==> src/design/i2c_margin_watchdog_cfg.svh <==
/*
 * Constants of the margining and supervisor-timer command block.
 * Assumes a 250 MHz core clock and a 7-bit bus address.
 */
`ifndef I2C_MARGIN_WATCHDOG_CFG_SVH
`define I2C_MARGIN_WATCHDOG_CFG_SVH

// =====================================================================
// Bus address
`define SLAVE_ADDR_FIXED 5'h1d
`define BIT_LAST         3'h7

// =====================================================================
// Command byte fields
`define OP_POS           5
`define OP_MARGIN        3'h1
`define OP_WATCHDOG      3'h3
`define VAL_FIRST        5'h00
`define TARGET_POS       4
`define MARGIN_BAD       4'hf
`define WD_CODE_HI       2'h1
`define WD_WIN_POS       2

// =====================================================================
// Reset values
`define MARGIN_RESET     4'h0
`define WD_SEL_RESET     2'h0

// =====================================================================
// Timing: core clock in kHz equals cycles per millisecond
`define CLK_FREQ_KHZ     250000
`define WD_MS_SEL0       1280
`define WD_MS_SEL1       320
`define WD_MS_SEL2       80
`define WD_MS_SEL3       20

`endif

==> src/design/i2c_margin_watchdog_pkg.sv <==
/*
 * Types shared by the byte receiver and the command interpreter.
 * Assumes nothing beyond a SystemVerilog compiler.
 */
package i2c_margin_watchdog_pkg;

	// =================================================================
	// Command interpreter states.
	typedef enum logic [2:0] {
		CMD_IDLE     = 3'b001,
		CMD_MARGIN   = 3'b010,
		CMD_WATCHDOG = 3'b100
	} cmd_state_t;

	// =================================================================
	// Bus receiver states.
	typedef enum logic [4:0] {
		RX_IDLE = 5'b00001,
		RX_ADDR = 5'b00010,
		RX_DATA = 5'b00100,
		RX_ACK  = 5'b01000,
		RX_SKIP = 5'b10000
	} rx_state_t;

endpackage

==> src/design/rx_byte_if.sv <==
/*
 * Carrier of received command bytes from the bus receiver.
 * Assumes both ends sit on the same core clock.
 */
interface rx_byte_if;

	// =================================================================
	// Byte strobe, byte and end-of-transfer strobe.
	logic       byte_valid;
	logic [7:0] cmd_byte;
	logic       stop_seen;

	modport src (output byte_valid, output cmd_byte, output stop_seen);
	modport snk (input byte_valid, input cmd_byte, input stop_seen);

endinterface

==> src/design/i2c_byte_rx.sv <==
/*
 * Write-only bus slave receiver: finds START and STOP, matches the
 * address, acknowledges and hands each data byte on.
 * Assumes bus pins already synchronous to the core clock.
 */
module i2c_byte_rx
	import i2c_margin_watchdog_pkg::*;
(
	// Clock and reset
	input  wire logic       core_clk_i,
	input  wire logic       rst_b_i,
	// Bus pins and address straps
	input  wire logic       scl_i,
	input  wire logic       sda_i,
	input  wire logic [1:0] addr_low_i,
	output logic            sda_oe_o,
	// Byte output
	rx_byte_if.src          link
);
`include "i2c_margin_watchdog_cfg.svh"

	rx_state_t  state,   next_state;
	logic [2:0] bit_cnt, next_cnt;
	logic [7:0] shreg,   next_sh;
	logic       scl_q,   sda_q;
	logic       next_oe, next_valid, next_stop;
	logic [7:0] next_data;
	logic [7:0] full;
	logic       scl_rise, scl_fall, start_c, stop_c;

	// =================================================================
	// Bus conditions seen from the previous pin samples.
	assign scl_rise = scl_i && !scl_q;
	assign scl_fall = !scl_i && scl_q;
	assign start_c  = scl_i && scl_q && sda_q && !sda_i;
	assign stop_c   = scl_i && scl_q && !sda_q && sda_i;
	assign full     = {shreg[6:0], sda_i};

	// Next state of the receiver.
	always_comb begin
		next_state = state;
		next_cnt   = bit_cnt;
		next_sh    = shreg;
		next_oe    = sda_oe_o;
		next_valid = 1'b0;
		next_stop  = 1'b0;
		next_data  = link.cmd_byte;
		if (start_c) begin
			next_state = RX_ADDR;
			next_cnt   = 3'h0;
			next_oe    = 1'b0;
		end else if (stop_c) begin
			next_state = RX_IDLE;
			next_oe    = 1'b0;
			next_stop  = (state != RX_IDLE);
		end else begin
			case (state)
				RX_ADDR: if (scl_rise) begin
					next_sh  = full;
					next_cnt = 3'(bit_cnt + 3'h1);
					if (bit_cnt == `BIT_LAST) begin
						// Only our address with a write bit is answered.
						if (full[7:1] == {`SLAVE_ADDR_FIXED, addr_low_i}
						    && !full[0])
							next_state = RX_ACK;
						else
							next_state = RX_SKIP;
					end
				end
				RX_DATA: if (scl_rise) begin
					next_sh  = full;
					next_cnt = 3'(bit_cnt + 3'h1);
					if (bit_cnt == `BIT_LAST) begin
						next_state = RX_ACK;
						next_valid = 1'b1;
						next_data  = full;
					end
				end
				RX_ACK: if (scl_fall) begin
					// Pull low for one whole clock pulse, then release.
					if (!sda_oe_o)
						next_oe = 1'b1;
					else begin
						next_oe    = 1'b0;
						next_state = RX_DATA;
					end
				end
				RX_IDLE, RX_SKIP: ;
				default: next_state = RX_IDLE;
			endcase
		end
	end

	// Receiver registers.
	always_ff @(posedge core_clk_i or negedge rst_b_i) begin
		if (!rst_b_i) begin
			state           <= RX_IDLE;
			bit_cnt         <= 3'h0;
			shreg           <= 8'h00;
			scl_q           <= 1'b1;
			sda_q           <= 1'b1;
			sda_oe_o        <= 1'b0;
			link.byte_valid <= 1'b0;
			link.stop_seen  <= 1'b0;
			link.cmd_byte   <= 8'h00;
		end else begin
			state           <= next_state;
			bit_cnt         <= next_cnt;
			shreg           <= next_sh;
			scl_q           <= scl_i;
			sda_q           <= sda_i;
			sda_oe_o        <= next_oe;
			link.byte_valid <= next_valid;
			link.stop_seen  <= next_stop;
			link.cmd_byte   <= next_data;
		end
	end
endmodule

==> src/design/i2c_margin_watchdog_cmd.sv <==
/*
 * Command interpreter for output margining and the supervisor timer,
 * fed by a write-only bus slave.
 * Assumes bus pins synchronous to core_clk_i and an external pull-up.
 */
// Overview of operation
// - Only write transfers accepted, read refused.
// - Acknowledge own address and every data byte.
// - Several command bytes per transfer, each interpreted.
// - Byte splits into 3-bit operation, 5-bit value.
// - Operation 001 margins, 011 programs timer.
// - Each operation needs its preceding first command.
// - Value bit 4 selects linear or switcher.
// - Low four bits: nominal, plus or minus steps.
// - Two margin bytes after one first command; code takes any number until STOP or a timer first command.
// - Value 01wpp: window flag and period select.
// - Valid timer byte after first command starts timer.
// - Refresh in open window clears and reloads.
// - Timer first command twice stops timer.
// - STOP returns device to idle.
// - Address is fixed part plus two straps.
`include "i2c_margin_watchdog_cfg.svh"
module i2c_margin_watchdog_cmd
	import i2c_margin_watchdog_pkg::*;
#(
	parameter int unsigned CYCLES_PER_MS = `CLK_FREQ_KHZ
)
(
	// Clock and reset
	input  wire logic core_clk_i,
	input  wire logic rst_b_i,
	// Bus pins
	input  wire logic scl_i,
	input  wire logic sda_i,
	output logic      sda_o,
	output logic      sda_oe_o,
	// Address straps
	input  wire logic upper_select_bit_i,
	input  wire logic lower_select_bit_i,
	// Margining settings
	output logic [3:0] ldo_margin_o,
	output logic [3:0] switcher_margin_o,
	// Supervisor timer
	output logic       supervisor_timer_on_o,
	output logic       supervisor_window_mode_o,
	output logic [1:0] supervisor_period_sel_o,
	output logic       supervisor_window_open_o,
	output logic       supervisor_expired_o
);

	rx_byte_if  link ();
	cmd_state_t state, next_state;
	logic [1:0] addr_low;
	logic       strap_taken;
	logic [3:0] next_ldo, next_sw;
	logic       next_on, next_win, next_open, next_exp;
	logic [1:0] next_sel;
	logic [31:0] wd_cnt, next_cnt;
	logic [2:0] op;
	logic [4:0] val;
	logic       first_m, first_w;

	// Period length in core cycles for a period select code.
	function automatic logic [31:0] period_of(input logic [1:0] sel);
		logic [31:0] ms;
		case (sel)
			2'h0:    ms = 32'(`WD_MS_SEL0);
			2'h1:    ms = 32'(`WD_MS_SEL1);
			2'h2:    ms = 32'(`WD_MS_SEL2);
			default: ms = 32'(`WD_MS_SEL3);
		endcase
		return 32'(ms * CYCLES_PER_MS);
	endfunction

	// =================================================================
	// Straps are caught once, on the first edge after reset release.
	always_ff @(posedge core_clk_i or negedge rst_b_i) begin
		if (!rst_b_i) begin
			addr_low    <= 2'h0;
			strap_taken <= 1'b0;
		end else if (!strap_taken) begin
			addr_low    <= {upper_select_bit_i, lower_select_bit_i};
			strap_taken <= 1'b1;
		end
	end

	// The line is only ever pulled low, so the driven level stays zero.
	always_ff @(posedge core_clk_i or negedge rst_b_i) begin
		if (!rst_b_i)
			sda_o <= 1'b0;
		else
			sda_o <= 1'b0;
	end

	i2c_byte_rx u_rx (
		.core_clk_i (core_clk_i),
		.rst_b_i    (rst_b_i),
		.scl_i      (scl_i),
		.sda_i      (sda_i),
		.addr_low_i (addr_low),
		.sda_oe_o   (sda_oe_o),
		.link       (link.src)
	);

	// =================================================================
	// Command byte fields and first command patterns.
	assign op      = link.cmd_byte[7:`OP_POS];
	assign val     = link.cmd_byte[`OP_POS-1:0];
	assign first_m = op == `OP_MARGIN && val == `VAL_FIRST;
	assign first_w = op == `OP_WATCHDOG && val == `VAL_FIRST;

	// Next values of interpreter, margins and timer.
	always_comb begin
		next_state = state;
		next_ldo   = ldo_margin_o;
		next_sw    = switcher_margin_o;
		next_on    = supervisor_timer_on_o;
		next_win   = supervisor_window_mode_o;
		next_sel   = supervisor_period_sel_o;
		next_cnt   = wd_cnt;
		next_exp   = 1'b0;
		// Free-running count; expiry restarts the period.
		if (supervisor_timer_on_o) begin
			if (wd_cnt >= 32'(period_of(supervisor_period_sel_o) - 32'h1))
			begin
				next_cnt = 32'h0;
				next_exp = 1'b1;
			end else
				next_cnt = 32'(wd_cnt + 32'h1);
		end
		if (link.stop_seen)
			next_state = CMD_IDLE;
		else if (link.byte_valid) begin
			case (state)
				CMD_IDLE: begin
					// Nothing executes without its first command.
					if (first_m)
						next_state = CMD_MARGIN;
					else if (first_w)
						next_state = CMD_WATCHDOG;
				end
				CMD_MARGIN: begin
					// Stays armed so both outputs can follow.
					if (op == `OP_MARGIN && val[3:0] != `MARGIN_BAD) begin
						if (val[`TARGET_POS])
							next_sw = val[3:0];
						else
							next_ldo = val[3:0];
					end else if (first_w)
						next_state = CMD_WATCHDOG;
				end
				CMD_WATCHDOG: begin
					if (first_w) begin
						next_on    = 1'b0;
						next_cnt   = 32'h0;
						next_state = CMD_IDLE;
					end else if (op == `OP_WATCHDOG
					             && val[4:3] == `WD_CODE_HI) begin
						// A refresh in a closed window is dropped.
						if (!supervisor_timer_on_o
						    || supervisor_window_open_o) begin
							next_on  = 1'b1;
							next_win = val[`WD_WIN_POS];
							next_sel = val[1:0];
							next_cnt = 32'h0;
							next_exp = 1'b0;
						end
						next_state = CMD_IDLE;
					end else if (first_m)
						next_state = CMD_MARGIN;
				end
				default: next_state = CMD_IDLE;
			endcase
		end
		// Window opens for the second half of the period.
		next_open = !next_win
		            || next_cnt >= (period_of(next_sel) >> 1);
	end

	// Interpreter, margin and timer registers.
	always_ff @(posedge core_clk_i or negedge rst_b_i) begin
		if (!rst_b_i) begin
			state                    <= CMD_IDLE;
			ldo_margin_o             <= `MARGIN_RESET;
			switcher_margin_o        <= `MARGIN_RESET;
			supervisor_timer_on_o    <= 1'b0;
			supervisor_window_mode_o <= 1'b0;
			supervisor_period_sel_o  <= `WD_SEL_RESET;
			supervisor_window_open_o <= 1'b1;
			supervisor_expired_o     <= 1'b0;
			wd_cnt                   <= 32'h0;
		end else begin
			state                    <= next_state;
			ldo_margin_o             <= next_ldo;
			switcher_margin_o        <= next_sw;
			supervisor_timer_on_o    <= next_on;
			supervisor_window_mode_o <= next_win;
			supervisor_period_sel_o  <= next_sel;
			supervisor_window_open_o <= next_open;
			supervisor_expired_o     <= next_exp;
			wd_cnt                   <= next_cnt;
		end
	end
endmodule

==> config.mk <==
export PLATFORM = sky130hd
export DESIGN_NAME = i2c_margin_watchdog_cmd
export DESIGN_NICKNAME = d
export VERILOG_FILES = /design/src/design/i2c_margin_watchdog_pkg.sv /design/src/design/rx_byte_if.sv /design/src/design/i2c_byte_rx.sv /design/src/design/i2c_margin_watchdog_cmd.sv
export VERILOG_INCLUDE_DIRS = /design/src /design/src/design
export SDC_FILE = /design/constraint.sdc
export NUM_CORES = 1
export LEC_CHECK = 0
export BUFFER_PORTS_ARGS = -buffer_cell sky130_fd_sc_hd__buf_2
export CELL_PAD_IN_SITES_DETAIL_PLACEMENT = 0
export CELL_PAD_IN_SITES_GLOBAL_PLACEMENT = 1
export CORE_ASPECT_RATIO = 0.7
export CORE_MARGIN = 1
export CORE_UTILIZATION = 46
export CTS_BUF_LIST = sky130_fd_sc_hd__clkbuf_4 sky130_fd_sc_hd__clkbuf_8
export DETAILED_ROUTE_END_ITERATION = 8
export PLACE_DENSITY = 0.78
export SLEW_MARGIN = 25
export SYNTH_ARGS = -nofsm -noshare
export SYNTH_HDL_FRONTEND = slang
export SYNTH_HIERARCHICAL = 1
export SYNTH_SLANG_ARGS = --single-unit
==> constraint.sdc <==
create_clock -name core_clk_i -period 6.4 [get_ports core_clk_i]
set_clock_uncertainty 0.1 [all_clocks]
set_input_delay 0.64 -clock core_clk_i [delete_from_list [all_inputs] [get_ports core_clk_i]]
set_output_delay 0.64 -clock core_clk_i [all_outputs]
set_load 0.1 [all_outputs]
==> summary.md, run 1 <==
The core region is 0.01125 mm². The tool flagged a number of max-cap violations equal to 0. The count of inserted antenna diode cells is 0. The routability congestion estimate from global placement is 0.8847, and the number of nets in the synthesized netlist is 621. TritonCTS built the clock tree. The first global-routing pass estimated 20730 µm of wire. For the maximum resistive drop on vdd, the log shows 0.0001119 V. In this run the number of H-tree levels came out at 3. Of the cells placed in the final design, the portion with a size suffix greater than 1 is 19.72%. Input and output buffers added on the ports amount to 20. The half-perimeter wire length after detailed placement was 9226 µm; the initial core utilization was 48.14%. The logs give 6.60 ns for the data required time at the worst endpoint and 0.37 ns for the clock insertion delay at the later pin of the skew report.

During synthesis, Yosys emitted a total of 6 warnings. Using the TritonRoute via totals, the vias-per-cell ratio works out to 5.675. The transition time at the pin with the least slew margin works out to 0.7428 ns. Average footprint of a synthesized cell: 9.975 µm². STA classifies the critical path endpoint as a flop. In this run the cell area of the synthesized design comes to 0.005416 mm². 22 I/O pins were placed. The finished cells cover 0.006018 mm². The number of DRC markers in iteration 0 is 389, and the via count of the first global-routing pass is 4039. The setup path with the least slack is of type reg2reg.

After synthesis, the share of flip-flops with an asynchronous set or reset is 100.0%. Static timing analysis puts the maximum clock frequency at 0.1623 GHz. Synthesis produced a netlist whose cell count is 543.

Dividing the final minimum period by the clock period gives 96.25%. The launch point of the worst reg-to-reg path was supervisor_period_sel_o[0]. The number of clock sinks is 80, and the maximum count of clock buffers along a single path is 2. Among all stages on the critical path, the largest delay is contributed by or4_4.

The total clock buffers created by CTS is 9, and the routed via count is 4120. The worst slew margin relative to its limit came out at 50.48%. The overall die width was 131.7 µm; the power density of the placed cells was 178.4 mW/mm². The worst setup path is launched from a flop. The number of nets in the final layout was 646; the number of synthesized flops with an enable pin was 0.

The tree is rooted in a clkbuf_8. The floorplan step defined a die boundary enclosing 0.01222 mm². Total leakage power: 2.936 nW. The run gives 0 as the final hold violation count. The type of the most critical hold path was in2async. The slack of the worst reg-to-reg path was 0.24 ns; the remaining antenna violation count was 0.

The tools report the worst flop-to-flop path endpoint as supervisor_window_open_o. In the final routed layout, each cell accounts on average for 17.25 µm. The worst path in the final design needs a cycle of 6.160 ns, including I/O delays and setup. The register clock-pin slew on the reported worst setup and hold paths is 0.09 ns, and the synthesized flop and latch total is 80.

The tools report the count of final max-slew check failures as 0. The data arrival time of the critical path is 6.36 ns, and the total routing resource utilization after global routing is 21.60%. For this run, the leading register cell type out of synthesis is dfrtp_1. The final layout contains routed wiring with a total length of 12520 µm.

The floorplan step set the die height to 92.79 µm. The count of distinct cell types in the synthesized netlist is 62, and the count of standard-cell rows is 32. For this run, the detailed router's first-pass iteration total came to 4. Entering global routing, the biggest net connects 81 pins. The flow ran to the end, and the final reports show no timing, DRC or antenna violations. The run gives 0 as the number of antenna violations at the first check in global routing.

Post-synthesis sequential area ratio: 37.08%. Before CTS, the worst setup slack after placement is 0.04769 ns. The post-synthesis to final-layout area growth was 11.11%. Among the stages of the critical path, the cell type that occurs most often is ha_1.

The DRC violation count after routing was 0. Setup violations remaining at the end of the flow were counted as 0. Once placement finished, the instance area stood at 0.005677 mm². Along the worst path, the maximum fanout reaches 10. The quantity of hold-fixing buffers added after cts came out at 0. Summed over all layers, the global routing overflow is 0. Setup slack closes at 0.2402 ns. Number of cell instances on the worst register-to-register path: 28. In this design, the stage delay of the slowest critical-path cell is 0.58 ns.
## synth_stat cells (all sizes together) (4+ instances only)
| library cell | count | share of area [%] |
|---|---|---|
| dfrtp | 75 | 35 |
| nor3b | 5 | 0.69 |
| dfstp | 5 | 2.4 |
| xor2 | 26 | 4.2 |
| nand4 | 18 | 2.1 |
| inv | 28 | 1.9 |
| nand2 | 28 | 1.9 |
| nand3 | 25 | 2.3 |
| nor2 | 59 | 4.1 |
| and3 | 9 | 1.0 |
| o21ai | 17 | 1.6 |
| or4 | 5 | 0.76 |
| a211oi | 4 | 0.55 |
| xnor2 | 12 | 1.9 |
| buf | 6 | 0.88 |
| ha | 72 | 17 |
| nor4 | 5 | 0.85 |
| nor3 | 10 | 1.1 |
| nor2b | 4 | 0.46 |
| a21o | 7 | 0.97 |
| mux2i | 6 | 1.1 |
| or3 | 4 | 0.46 |
| mux2 | 28 | 5.9 |
| a21oi | 24 | 2.2 |
| and2 | 7 | 0.81 |
| and4 | 6 | 0.97 |
| clkbuf | 7 | 0.49 |
## kinds of logic (layout without fill, tap and decap cells)
kind of cell / Yosys count / count (layout) / synth area share [%]
AOI/OAI and AO/OA: 75 / 76 / 9.518
xor gates and xnor gates: 38 / 38 / 6.145
adders and majority gates: 72 / 72 / 16.63
buffers and inverters: 41 / 70 / 3.303
DFF: 80 / 80 / 37.08
muxes: 34 / 34 / 6.999
other: 2 / 2 / 0.1387
and+or+nand+nor: 201 / 201 / 20.19
## critical path: cells and delay by family, from the launching register on
family                     cells  cell delay [ns]
buffers and inverters          2             0.23
AOI/OAI and AO/OA             12             2.47
DFF                            1             0.42
and+or+nand+nor                9             1.57
adders and majority gates      5             1.31
## where the power goes
part	internal [mW]	total, mW	switching (mW)	leakage, nW
registers	0.525	0.552	0.0265	1.09
clock network	0.194	0.412	0.219	0.112
logic	0.0540	0.110	0.0555	1.73
## layout make-up
| cell class | count | area [µm²] |
|---|---|---|
| inverter | 28 | 105.1 |
| timing repair buffer | 26 | 162.7 |
| clock buffer | 9 | 123.9 |
| clock inverter | 7 | 92.59 |
| fill | 1023 | 5233 |
| sequential | 80 | 2011 |
| tap | 153 | 191.4 |
| multi-input combinational | 423 | 3332 |
## state kept, by name, summed over array words and instances, names as in the netlist, 3 cells and up
signal              flops
switcher_margin_o       4
ldo_margin_o            4
state                   3
u_rx/bit_cnt            3
u_rx/state              5
u_rx/link.cmd_byte      8
wd_cnt                 32
u_rx/shreg              7
## timing repair
| action | in CTS | in global routing |
|---|---|---|
| setup buffers | 0 | 1 |
| hold endpoints to repair | 0 | 0 |
| setup endpoints to repair | 1 | 1 |
| cloned | 0 | 1 |
| pin swaps | 0 | 4 |
| gates resized for setup | 1 | 27 |
## worst max-delay path by stage
| stage | from | endpoint | slack, ns | cells after the start |
|---|---|---|---|---|
| after floorplan | supervisor_period_sel_o[0] | supervisor_window_open_o | 0.07 | 29 |
| after global placement | supervisor_period_sel_o[0] | supervisor_window_open_o | 0.13 | 29 |
| after detailed placement | supervisor_period_sel_o[0] | supervisor_window_open_o | 0.05 | 27 |
| after CTS | supervisor_period_sel_o[0] | supervisor_window_open_o | 0.05 | 27 |
| after global routing | supervisor_period_sel_o[1] | supervisor_window_open_o | -0.06 | 30 |
| final | supervisor_period_sel_o[0] | supervisor_window_open_o | 0.24 | 28 |
## cells in the final DEF, fill, tap and decap left out, types with 12 or more instances in the layout
cell type,count
buf_2,19
inv_1,26
a21oi_1,22
ha_1,69
xnor2_1,12
nand4_1,18
o21ai_0,17
nand2_1,28
nand3_1,25
dfrtp_1,73
nor2_1,50
mux2_2,27
xor2_1,26
## layer usage
| metal | vias up | wire, µm | GRT usage, % |
|---|---|---|---|
| met2 | 103 | 4885 | 29.32 |
| li1 | 2008 | - | - |
| met3 | 18 | 612 | 4.817 |
| met4 | 0 | 147 | 5.620 |
| met5 | - | 0 | 0 |
| met1 | 1991 | 6874 | 33.61 |
## through the flow
| step | cells | power (mW) | hold WS (ns) | setup TNS [ns] | util, % |
|---|---|---|---|---|---|
| after global placement | 708 | 0.6668 | 0.3853 | 0 | 50.46 |
| after global routing | 726 | 1.121 | 0.2329 | -0.05674 | 53.49 |
| after floorplan | 543 | 0.6435 | 0.2444 | 0 | - |
| final | 726 | 1.074 | 0.1787 | 0 | 53.49 |
| after detailed placement | 708 | 0.6707 | 0.3915 | 0 | 50.46 |
| after CTS | 724 | 1.088 | 0.2894 | 0 | 52.39 |
No activity file was read; power rests on OpenSTA's default activity.
==> run 2, diff against run 1 <==
--- a/config.mk
+++ b/config.mk
@@ -11,10 +11,10 @@
 export CELL_PAD_IN_SITES_GLOBAL_PLACEMENT = 1
 export CORE_ASPECT_RATIO = 0.7
 export CORE_MARGIN = 1
-export CORE_UTILIZATION = 46
+export CORE_UTILIZATION = 50
 export CTS_BUF_LIST = sky130_fd_sc_hd__clkbuf_4 sky130_fd_sc_hd__clkbuf_8
 export DETAILED_ROUTE_END_ITERATION = 8
-export PLACE_DENSITY = 0.78
+export PLACE_DENSITY = 0.8
 export SLEW_MARGIN = 25
 export SYNTH_ARGS = -nofsm -noshare
 export SYNTH_HDL_FRONTEND = slang
==> constraint.sdc (replaced) <==
create_clock -name core_clk_i -period 6.75 [get_ports core_clk_i]
set_clock_uncertainty 0.1 [all_clocks]
set_input_delay 0.675 -clock core_clk_i [delete_from_list [all_inputs] [get_ports core_clk_i]]
set_output_delay 0.675 -clock core_clk_i [all_outputs]
set_load 0.1 [all_outputs]
==> summary.md, run 2 (same netlist as run 1, synthesis figures left out) <==
Count of input and output buffers: 20 (unchanged). The layout cell share with drive strength beyond 1 was 16.11% (-3.6 points); the register clock-pin slew on the reported worst setup and hold paths was 0.09 ns (about the same). The library cell used most frequently in the layout, excluding fill and tap cells, is dfrtp_1. The largest register by flop count is wd_cnt. The run gives 0 (unchanged) as the aggregate global routing overflow. Number of clock sinks: 80 (unchanged). TritonCTS built the clock tree.

The height of the die was 89.08 µm (-4.0%). The run gives 51.91% (+3.8 points) as the initial core utilization. The number of levels the H-tree was split into is 3 (unchanged), and the first-pass iteration count of the detailed router is 5 (+1). The clock insertion delay at the later pin of the skew report is 0.36 ns (about the same).

The tools report the number of ports placed on the die boundary as 22 (unchanged). The via density per instance came out at 5.745 (+1.2%). The share of the clock period used by the worst path after layout is 93.92% (-2.3 points).

The tools report the slack of the worst reg-to-reg path as 0.41 ns (+0.17 ns). The routability congestion estimate from global placement came out at 0.8968 (+1.4%). The post-layout utilization of the core is 56.73% (+3.2 points), and the pre-CTS setup slack is 0.3397 ns (+0.2920 ns). Clock tree synthesis selected as its root buffer the cell clkbuf_8.

The most numerous cell type found on the critical path is ha_1. The count of inserted antenna diode cells was 0 (unchanged); the number of buffers inserted to repair setup after CTS was 0 (unchanged). In this run the critical register-to-register path is launched from supervisor_period_sel_o[0]. The worst flop-to-flop path endpoint is supervisor_window_open_o. The run gives 0 (unchanged) as the total of max-cap violations. The half-perimeter wire length after detailed placement was 9092 µm (-1.5%); the number of antenna violations at the first check in global routing was 0 (unchanged).

Setup repair after global routing left no endpoint under its margin. The global-route track usage on met1 is 35.86% (+2.3 points), and the summed area of non-filler cells in the final layout is 0.005919 mm² (-1.6%). The delay contributed by the slowest stage of the critical path is 0.55 ns (-0.03 ns).

The flow ran to the end, and the final reports show no timing, DRC or antenna violations. The logs give 31 (-3.1%) for the count of standard-cell rows and 0 (unchanged) for the remaining antenna violation count. Final-report setup violation count: 0 (unchanged). The total leakage power was 2.923 nW (-0.45%); the worst hold slack across all endpoints was 0.3550 ns (+0.1763 ns). In the layout the commonest cells are dfrtp_1 (75), ha_1 (69), nor2_1 (59), nand2_1 (28). For the maximum resistive drop on vdd, the log shows 0.0001048 V (-6.3%). Kind of capture point of the worst setup path: a flop.

The number of cell instances on the worst register-to-register path came out at 30 (+7.1%). The total clock buffers created by CTS was 9 (unchanged). The tools report the wire length of the first global-routing pass as 19930 µm (-3.8%). The tools report the post-route setup TNS as 0 ns (unchanged). The run gives 0.01126 mm² (-7.9%) as the area of the die.

The critical-path maximum fanout came out at 33 (+23). The number of filler cells placed in the layout was 911 (-11%); the shortest period the worst path allows was 6.340 ns (+0.1797 ns). The kind of launch point of the worst setup path was a flop. The power density of the placed cells is 175.8 mW/mm² (-1.5%), and the post-synthesis to final-layout area growth is 9.286%.

The total routing resource utilization after global routing is 23.10% (+1.5 points), and the final hold violation count is 0 (unchanged). The data required time at the worst endpoint was 6.92 ns (+0.32 ns). The tools report the launch point of the worst path as supervisor_period_sel_o[0]. The via count of the first global-routing pass is 3753 (-7.1%). The post-layout worst setup margin is 0.4105 ns (+0.1703 ns), and the count of final max-slew check failures is 0 (unchanged).

The instance area after placement came out at 0.005653 mm² (-0.42%). The largest registers in the layout are wd_cnt (32), u_rx/link.cmd_byte (8), u_rx/shreg (7). The critical path in this run is classified as reg2reg.

The tools report the data arrival time of the critical path as 6.51 ns (+0.15 ns). After global routing, the most crowded layer is met1. The transition time at the pin with the least slew margin was 0.7187 ns (-0.02408 ns). The cell with the largest stage delay on the worst path was or4_1. In this run the worst setup path terminates at supervisor_window_open_o. Type of the most critical hold path: in2reg. The run gives 0.1577 GHz (-2.8%) as the timing-limited maximum frequency. For the worst slew margin relative to its limit, the log shows 51.73% (+1.2 points).

The maximum count of clock buffers along a single path was 2 (unchanged); the number of flip-flops in the largest register was 32 (unchanged). The overall die width was 126.4 µm (-4.0%); the core footprint was 0.01043 mm² (-7.3%). The fraction of met3 tracks used by global routing is 4.907% (+0.091 points), and the final wirelength is 12070 µm (-3.6%). The tools report the pin count of the biggest net entering global routing as 76 (-6.2%).

The met2 usage was 32.50% (+3.2 points); the number of DRC markers in iteration 0 was 252 (-35%). The run gives 0 (unchanged) as the DRC violation count after routing. Total chip power: 1.041 mW (-3.1%). The routed via count is 4039 (-2.0%), and the number of nets in the final layout is 644 (-0.31%). The average wire per cell in the routed design works out to 17.17 µm (-0.42%). The final non-filler cell total came out at 703 (-3.2%). The tools report the placed instance count as 686 (-3.1%).
-- run 2: worst max-delay path, delay by kind of cell (launching register included) --
family	cells	cell delay [ns]
compound gates	14	2.73
simple gates	8	1.33
fa+ha+maj	5	1.13
buf+inv	3	0.54
flops	1	0.44
-- run 2: where the power goes --
group	internal, mW	total, mW	leakage (nW)	switching [mW]
clock network	0.216	0.416	0.117	0.200
logic	0.0519	0.102	1.71	0.0496
registers	0.498	0.523	1.09	0.0254
-- run 2: what timing repair did --
item | CTS | global route
hold endpoints to repair | 5 | 0
hold buffers | 1 | 0
resized for setup | 0 | 6
setup endpoints to repair | 0 | 1
-- run 2: cell type report --
cell class	count	area, µm²	share of cell area, %
Tap cell	132	165.2	2.790
Multi-Input combinational cell	422	3252	54.94
Clock buffer	9	123.9	2.093
Timing Repair Buffer	25	158.9	2.684
Sequential cell	80	2008	33.93
Clock inverter	7	106.4	1.797
Inverter	28	105.1	1.776
-- run 2: worst min-delay path by stage --
stage | cells past startpoint | from | endpoint | slack (ns)
2_1_floorplan | 0 | rst_b_i | addr_low[0] | 0.28
3_3_place_gp | 1 | rst_b_i | wd_cnt[11] | 0.39
3_5_place_dp | 1 | rst_b_i | wd_cnt[11] | 0.39
4_1_cts | 1 | scl_i | u_rx/scl_q | 0.33
5_1_grt | 1 | scl_i | u_rx/scl_q | 0.33
6_report | 1 | scl_i | u_rx/scl_q | 0.35
-- run 2: per-layer routing --
| metal | vias up | wire (µm) |
|---|---|---|
| met3 | 11 | 478 |
| li1 | 2008 | - |
| met5 | - | 0 |
| met4 | 0 | 90 |
| met2 | 72 | 4821 |
| met1 | 1948 | 6682 |
